## src/hdl/scs_pkg.sv

```systemverilog
// Package for the system clock source select block.
// Assumes a single 50 MHz APB clock; oscillators arrive as tick enables.
package scs_pkg;
    // APB register byte offsets
    localparam logic [7:0] SCS_OFS_CTRL = 8'h00;   // system_clock_control
    localparam logic [7:0] SCS_OFS_TRIM = 8'h04;   // crystal_load_trim
    localparam logic [7:0] SCS_OFS_RF = 8'h08;     // crystal and radio enables
    localparam logic [7:0] SCS_OFS_STAT = 8'h0c;   // active selection status
    // Field positions in the control and crystal/radio enable registers
    localparam int SCS_POS_FHS = 0;                // high_speed_source_select
    localparam int SCS_POS_SEL = 4;                // sys_clk_select, 3 bits
    localparam int SCS_POS_XEN = 0;                // crystal_osc_enable
    localparam int SCS_POS_RPU = 1;                // radio_power_up
    // Reset values
    localparam logic [2:0] SCS_RST_SEL = 3'h0;     // Fast clock, divide by 1
    localparam logic SCS_RST_FHS = 1'b0;           // Internal fast RC
    localparam logic [7:0] SCS_RST_TRIM = 8'h00;
    // Selection code that picks the low speed clock
    localparam logic [2:0] SCS_SEL_SLOW = 3'h7;
    // Nominal oscillator rates in kHz, informational for the bench
    localparam int SCS_FAST_RC_KHZ = 16000;
    localparam int SCS_SLOW_RC_KHZ = 32;
    // Source enumeration for the high speed clock
    typedef enum logic {
        SCS_SRC_FAST_RC = 1'b0,
        SCS_SRC_CRYSTAL = 1'b1
    } scs_src_t;
    // Active clock setting carried as one unit
    typedef struct packed {
        logic [2:0] sel;
        scs_src_t src;
    } scs_setting_t;
endpackage

```

## src/hdl/scs_top.sv

```systemverilog
// System clock source select: APB registers, source mux, divider, clock enables.
// Assumes oscillator ticks are one-cycle pulses synchronous to pclk.
//
// Overview of operation
// - System vs low speed clock by select field
// - High speed from crystal or fast RC
// - Select field also sets resulting frequency
// - Always one high and one low source
// - Clocks go to radio, watchdog, time base
// - Crystal also clocks the radio circuitry
// - Fast RC fixed, no frequency select
// - Low speed source is internal slow RC
// - Crystal load set from trim register
// - High speed divided by 1 to 64
// - Low speed clock from slow RC
// - Crystal enabled by enable and radio power
//
// Chosen here: the APB slave port and the placing of the registers.
`timescale 1ns/1ps
module scs_top (
    // APB clock and reset
    input wire logic pclk,
    input wire logic presetn,
    // APB slave
    input wire logic psel,
    input wire logic penable,
    input wire logic pwrite,
    input wire logic [7:0] paddr,
    input wire logic [31:0] pwdata,
    output logic [31:0] prdata,
    output logic pready,
    output logic pslverr,
    // Oscillator ticks
    input wire logic external_crystal_osc,
    input wire logic internal_fast_rc,
    input wire logic internal_slow_rc,
    // Clock enables out
    output logic sys_clk_en,
    output logic high_speed_clock_en,
    output logic low_speed_clock_en,
    output logic radio_clk_en,
    output logic wdt_clk_en,
    output logic timebase_clk_en,
    // Analog controls
    output logic crystal_osc_on,
    output logic [7:0] crystal_load_trim
);
    import scs_pkg::*;

    logic [2:0] sys_clk_select;          // Requested selection
    logic high_speed_source_select;      // Requested high speed source
    logic crystal_osc_enable;            // Crystal enable bit
    logic radio_power_up;                // Radio power bit
    scs_setting_t active;                // Setting in force
    logic [5:0] div_cnt;                 // High speed divider count
    logic hs_tick;                       // Chosen high speed tick
    logic xtal_live;                     // Crystal allowed to run
    logic boundary;                      // System clock pulse this cycle
    logic forced; // Crystal lost under a fast setting
    logic setup;                         // APB setup phase
    logic wr_access;                     // APB write completes

    // Divider limit for a selection code: 2^sel - 1
    function automatic logic [5:0] div_limit(input logic [2:0] sel);
        div_limit = 6'(({6'h00, 1'b1} << sel) - 7'h01);
    endfunction

    // Address decode
    function automatic logic mapped(input logic [7:0] a);
        mapped = (a == SCS_OFS_CTRL) || (a == SCS_OFS_TRIM) || (a == SCS_OFS_RF) || (a == SCS_OFS_STAT);
    endfunction

    // APB phase decode
    assign setup = psel && !penable;
    assign wr_access = psel && penable && pwrite && pready;
    assign xtal_live = crystal_osc_enable && radio_power_up;
    // Crystal ticks only pass while enabled; chooses the source
    assign hs_tick = (active.src == SCS_SRC_CRYSTAL) ? (external_crystal_osc && xtal_live) : internal_fast_rc;
    // A pulse ends the current clock period; only here, or on a forced switch, may the setting change
    assign boundary = (active.sel == SCS_SEL_SLOW) ? internal_slow_rc
        : (hs_tick && div_cnt == div_limit(active.sel));
    // A fast crystal setting with the crystal gone never reaches a boundary, so it is left at once
    assign forced = (active.src == SCS_SRC_CRYSTAL) && !xtal_live && (active.sel != SCS_SEL_SLOW);

    // Control register writes
    always_ff @(posedge pclk or negedge presetn) begin
        if (!presetn) begin
            sys_clk_select <= SCS_RST_SEL;
            high_speed_source_select <= SCS_RST_FHS;
            crystal_load_trim <= SCS_RST_TRIM;
            crystal_osc_enable <= 1'b0;
            radio_power_up <= 1'b0;
        end else if (wr_access) begin
            // Single bit source field: no code leaves a speed without an oscillator
            if (paddr == SCS_OFS_CTRL) begin
                sys_clk_select <= pwdata[SCS_POS_SEL +: 3];
                high_speed_source_select <= pwdata[SCS_POS_FHS];
            end
            if (paddr == SCS_OFS_TRIM) begin
                crystal_load_trim <= pwdata[7:0];
            end
            if (paddr == SCS_OFS_RF) begin
                crystal_osc_enable <= pwdata[SCS_POS_XEN];
                radio_power_up <= pwdata[SCS_POS_RPU];
            end
        end
    end

    // APB answer: one access cycle, error on unmapped address
    always_ff @(posedge pclk or negedge presetn) begin
        if (!presetn) begin
            pready <= 1'b0;
            pslverr <= 1'b0;
            prdata <= 32'h0000_0000;
        end else begin
            pready <= setup;
            pslverr <= setup && !mapped(paddr);
            if (setup && !pwrite) begin
                unique case (paddr)
                    SCS_OFS_CTRL: prdata <= {24'h00_0000, 1'b0, sys_clk_select, 3'h0, high_speed_source_select};
                    SCS_OFS_TRIM: prdata <= {24'h00_0000, crystal_load_trim};
                    SCS_OFS_RF: prdata <= {30'h0000_0000, radio_power_up, crystal_osc_enable};
                    SCS_OFS_STAT: prdata <= {24'h00_0000, 1'b0, active.sel, 2'h0, xtal_live, active.src};
                    default: prdata <= 32'h0000_0000;
                endcase
            end
        end
    end

    // Adopt a new setting only at a period boundary, or at once when the
    // crystal it runs on is gone and no boundary can ever come
    always_ff @(posedge pclk or negedge presetn) begin
        if (!presetn) begin
            active <= '{sel: SCS_RST_SEL, src: SCS_SRC_FAST_RC};
        end else if (boundary || forced) begin
            active <= '{sel: sys_clk_select, src: scs_src_t'(high_speed_source_select)};
        end
    end

    // High speed divider count
    always_ff @(posedge pclk or negedge presetn) begin
        if (!presetn) begin
            div_cnt <= 6'h00;
        end else if (boundary || forced || active.sel == SCS_SEL_SLOW) begin
            // A forced switch restarts the count so the new ratio starts clean
            div_cnt <= 6'h00;
        end else if (hs_tick) begin
            div_cnt <= div_cnt + 6'h01;
        end
    end

    // Registered clock enables to the system and peripherals
    // Peripheral enables follow the oscillators, the radio one gated by xtal_live, not the selection
    always_ff @(posedge pclk or negedge presetn) begin
        if (!presetn) begin
            sys_clk_en <= 1'b0;
            high_speed_clock_en <= 1'b0;
            low_speed_clock_en <= 1'b0;
            radio_clk_en <= 1'b0;
            wdt_clk_en <= 1'b0;
            timebase_clk_en <= 1'b0;
            crystal_osc_on <= 1'b0;
        end else begin
            sys_clk_en <= boundary;
            high_speed_clock_en <= hs_tick;
            low_speed_clock_en <= internal_slow_rc;
            radio_clk_en <= external_crystal_osc && xtal_live;
            wdt_clk_en <= internal_slow_rc;
            timebase_clk_en <= internal_slow_rc;
            crystal_osc_on <= xtal_live;
        end
    end

    // Checks
    a_slow_tracks_rc: assert property (@(posedge pclk) disable iff (!presetn)
        (active.sel == SCS_SEL_SLOW && internal_slow_rc) |=> sys_clk_en)
        else $error("slow mode missed a slow tick");
    a_slow_no_fast: assert property (@(posedge pclk) disable iff (!presetn)
        (active.sel == SCS_SEL_SLOW && !internal_slow_rc) |=> !sys_clk_en)
        else $error("slow mode pulse without slow tick");
    a_div_bound: assert property (@(posedge pclk) disable iff (!presetn)
        div_cnt <= div_limit(active.sel) || active.sel == SCS_SEL_SLOW)
        else $error("divider count beyond limit");
    a_div_one: assert property (@(posedge pclk) disable iff (!presetn)
        (active.sel == 3'h0 && hs_tick) |=> sys_clk_en)
        else $error("divide by one missed a tick");
    a_switch_edge: assert property (@(posedge pclk) disable iff (!presetn)
        (active != $past(active)) |-> ($past(boundary) || $past(forced))
        ) else $error("setting changed mid period");
    a_xtal_gate: assert property (@(posedge pclk) disable iff (!presetn)
        !(crystal_osc_enable && radio_power_up) |=> !crystal_osc_on && !radio_clk_en)
        else $error("crystal ran while not enabled");
    a_radio_clock: assert property (@(posedge pclk) disable iff (!presetn)
        (external_crystal_osc && xtal_live) |=> radio_clk_en)
        else $error("radio lost a crystal tick");
    a_wdt_clock: assert property (@(posedge pclk) disable iff (!presetn)
        internal_slow_rc |=> (wdt_clk_en && timebase_clk_en && low_speed_clock_en))
        else $error("slow tick not routed");
    a_fast_src: assert property (@(posedge pclk) disable iff (!presetn)
        (active.src == SCS_SRC_FAST_RC) |-> (hs_tick == internal_fast_rc))
        else $error("fast RC not used as source");
    a_trim_write: assert property (@(posedge pclk) disable iff (!presetn)
        (wr_access && paddr == SCS_OFS_TRIM) |=> crystal_load_trim == $past(pwdata[7:0]))
        else $error("trim not stored");
    // Divider restarts after every period end and every forced switch
    a_div_restart: assert property (@(posedge pclk) disable iff (!presetn)
        (boundary || forced) |=> (div_cnt == 6'h00))
        else $error("divider not restarted after switch");
    // Control writes land in the select field
    a_sel_write: assert property (@(posedge pclk) disable iff (!presetn)
        (wr_access && paddr == SCS_OFS_CTRL) |=> (sys_clk_select == $past(pwdata[SCS_POS_SEL +: 3])))
        else $error("clock select not stored");
    // Radio enable only follows a live crystal tick
    a_radio_quiet: assert property (@(posedge pclk) disable iff (!presetn)
        !(external_crystal_osc && xtal_live) |=> !radio_clk_en)
        else $error("radio tick without live crystal");
    // The chosen high speed tick is forwarded one cycle later
    a_hs_route: assert property (@(posedge pclk) disable iff (!presetn)
        hs_tick |=> high_speed_clock_en)
        else $error("high speed tick not forwarded");
    // Slow selection holds the high speed divider at rest
    a_slow_idle_div: assert property (@(posedge pclk) disable iff (!presetn)
        (active.sel == SCS_SEL_SLOW) |=> (div_cnt == 6'h00))
        else $error("divider ran in slow mode");
endmodule

```

## config.mk

```make
export PLATFORM = sky130hd
export DESIGN_NAME = scs_top
export DESIGN_NICKNAME = d
export VERILOG_FILES = /design/src/hdl/scs_pkg.sv /design/src/hdl/scs_top.sv
export SDC_FILE = /design/constraint.sdc
export NUM_CORES = 1
export LEC_CHECK = 0
export BUFFER_PORTS_ARGS = -buffer_cell sky130_fd_sc_hd__buf_2
export CORE_AREA = 2 2 68 70
export CTS_BUF_LIST = sky130_fd_sc_hd__clkbuf_16
export DETAILED_ROUTE_END_ITERATION = 7
export DIE_AREA = 0 0 70 72
export PLACE_DENSITY_LB_ADDON = 0.1
export REMOVE_ABC_BUFFERS = 1
export SLEW_MARGIN = 20
export SYNTH_ARGS = -nofsm -noshare
export SYNTH_HDL_FRONTEND = slang
export SYNTH_SLANG_ARGS = --single-unit
```

## constraint.sdc

```tcl
create_clock -name pclk -period 5.4 [get_ports pclk]
set_clock_uncertainty 0.1 [all_clocks]
set_input_delay 0.54 -clock pclk [delete_from_list [all_inputs] [get_ports pclk]]
set_output_delay 0.54 -clock pclk [all_outputs]
set_load 0.1 [all_outputs]
```

==> flow_summary.toml <==
[global_routing]
use_met2_pct = 26.8
met1_usage_pct = 22.1
grt_max_degree = 40
met3_usage_pct = 4.86
overflow = 0
track_usage_pct = 16.7
top_usage_layer = "met2"
antenna_found_initial = 0
first_global_vias = 1356
grt_pass1_wl_mm = 6.53

[sta]
slew_viol_final = 0
relSlewSlack_pct = 41.8
hold_violations = 0
finalSetupTns_ps = 0
holdWs_ps = 275
fin_crit_ps = 1990
setup_viol = 0
grt_setup_unrepaired = "no"
tightest_slew_ps = 873
max_freq_ghz = 0.501
post-route-period-util_pct = 36.9

[floorplan]
fp-row-count = 24
fp.dieH_um = 72
dieArea_sq_um = 5040
num_io_pins = 97
die_x_um = 70
design.core.area_sq_um = 4260
start_util_pct = 48.4

[clocking]
cts.path.max_buffers = 2
cts_setup_buffers = 0
clock_latency_ps = 280
root_buffer = "clkbuf_16"
cts_sinks = 39
cts-buffers-inserted = 5
cts_htree_levels = 2
cts_hold_buf = 0
post_cts_resized = 0
clk_pin_slew_ps = 60
cts_tree = "done"

[placement]
dpl.hpwl_mm = 2.76
portBuffers = 48
place_congestion = 0.728

[worst_setup_path]
crit_arrival_ps = 2060
cp_max_fo = 9
worstSetupStartpointType = "flop"
slowest_stage = "dfrtp_1"
path_cells = "inv_2 -> a2111oi_2 -> o221ai_2 -> o211ai_4 -> mux2_4"
cp.required_ps = 5460
worstSetupEndpointType = "flop"
slowest_delay_ps = 510
path_class = "reg2reg"

[cells_and_area]
layout.filler_cells = 391
nNetsFinal = 285
area_growth_pct = 14.4
finish.utilization_pct = 55.4
insertedDiodeCount = 0
drive_above_1_share_pct = 34.2

[synth]
ys_types = 44
syn-mean-instance-area_sq_um = 10.9
netlist_area_sq_um = 2060
synthArstFlopShare_pct = 100
netlist_instances = 190
ys.warnings.count = 0
ys_ff_latch = 39
synth_edf_count = 0
seq_area_frac_synth_pct = 47.3
synthFlopType = "dfrtp_1"

[detailed_routing]
drc = 0
wirelength_mm = 3.84
wire_per_inst_um = 13.3
viasPerCell = 4.90
ant_nets = 0
drtIter0Drc = 85
drtPass1Iterations = 4
vias = 1415

[power_and_ir_drop]
powerDensity_nw_per_um2 = 365
p_leak_nw = 1.21
vdd.ir_drop.worst_v = 0.000181

[worst_hold_path]
hold_path_class = "in2async"

[job]
cap_violations = 0

[outcome]
status = "finished clean"
[logic make-up after synthesis]
family	Yosys count	share of synthesized area [%]
AND/OR/NAND/NOR	58	14.5
flip-flops	39	47.3
buffers and inverters	39	12.6
AO/OA/AOI/OAI	24	9.15
multiplexers	23	13.6
XOR/XNOR	5	2.12
adder cells (fa/ha/maj)	1	0.606
other	1	0.182
[placed cells by master (no fill, tap or decap), types with 5 or more instances in the layout]
cell type,instances
buf_2,48
clkbuf_16,5
conb_1,24
dfrtp_1,39
inv_1,6
mux2_2,14
nand2_1,18
nand3_1,5
nor2_1,16
o21ai_0,10
[flip-flops by register name (all words and copies together), names as in the netlist]
name / cells
active: 4
radio_clk_en: 1
sys_clk_select: 3
high_speed_clock_en: 1
timebase_clk_en: 1
crystal_osc_on: 1
crystal_osc_enable: 1
pready: 1
high_speed_source_select: 1
prdata: 8
pslverr: 1
div_cnt: 6
crystal_load_trim: 8
sys_clk_en: 1
radio_power_up: 1
[power breakdown]
part | total, mW | internal [mW] | switching [mW]
combinational | 0.253 | 0.0599 | 0.193
clock | 0.281 | 0.168 | 0.113
sequential | 0.329 | 0.310 | 0.0192
[synthesized netlist by cell type (2+ instances only)]
cell type | number | area, sq um
dfrtp_1 | 39 | 976
buf_4 | 27 | 203
nand2_1 | 18 | 67.6
nor2_1 | 16 | 60.1
mux2_2 | 14 | 158
o21ai_0 | 10 | 50.1
inv_1 | 6 | 22.5
nand3_1 | 5 | 25.0
a31oi_1 | 4 | 25.0
mux2_4 | 4 | 60.1
mux2i_1 | 4 | 40.0
nand4_1 | 4 | 25.0
xor2_1 | 4 | 35.0
and3_1 | 3 | 18.8
clkbuf_1 | 2 | 7.51
nand2b_1 | 2 | 12.5
[through the flow]
step | instances | instance area, sq um | total power [mW] | setup slack [ps]
6_report | 289 | 2360 | 0.863 | 3410
5_1_grt | 289 | 2360 | 0.902 | 3260
4_1_cts | 289 | 2360 | 0.870 | 3390
3_5_place_dp | 281 | 2220 | 0.589 | 3140
3_3_place_gp | 281 | 2220 | 0.588 | 3190
2_1_floorplan | 181 | 1920 | 0.543 | 2690
[per-layer routing]
layer / vias to the layer above / part of all wire, % / wire length, um
met3: 4 / 5.9 / 225
met1: 660 / 47 / 1800
li1: 702 / - / -
met2: 49 / 46 / 1770
met4: 0 / 1.2 / 45
met5: - / 0 / 0
[path summary, 6_finish.rpt]
check                                      start                            end  slack (ps)  cells past startpoint
hold / removal                           presetn  high_speed_clock_en$_DFF_PN0_         270                      1
min in group pclk               internal_slow_rc      timebase_clk_en$_DFF_PN0_         290                      1
max in group asynchronous                presetn          prdata[1]$_DFFE_PN0P_        4380                      1
hold reg to reg            prdata[4]$_DFFE_PN0P_          prdata[4]$_DFFE_PN0P_         380                      2
setup / recovery           active[1]$_DFFE_PN0P_          active[3]$_DFFE_PN0P_        3410                      5
setup reg to reg           active[1]$_DFFE_PN0P_          active[3]$_DFFE_PN0P_        3410                      5
[cell type report]
class                   count  area [sq um]  share of cell area [%]
repair buffers             48           240                    10.2
clock inverters             3          15.0                   0.636
flip-flops and latches     39           976                    41.3
multi-input cells         135           915                    38.7
clock buffers               5           125                    5.30
well taps                  52          65.1                    2.75
inverters                   7          26.3                    1.11
[critical path: cells and delay by family, from the launching register on]
family | cells | cell delay [ps]
compound gates | 3 | 880
buf+inv | 1 | 60
flops | 1 | 510
mux | 1 | 330
No activity file was read; power rests on OpenSTA's default activity.
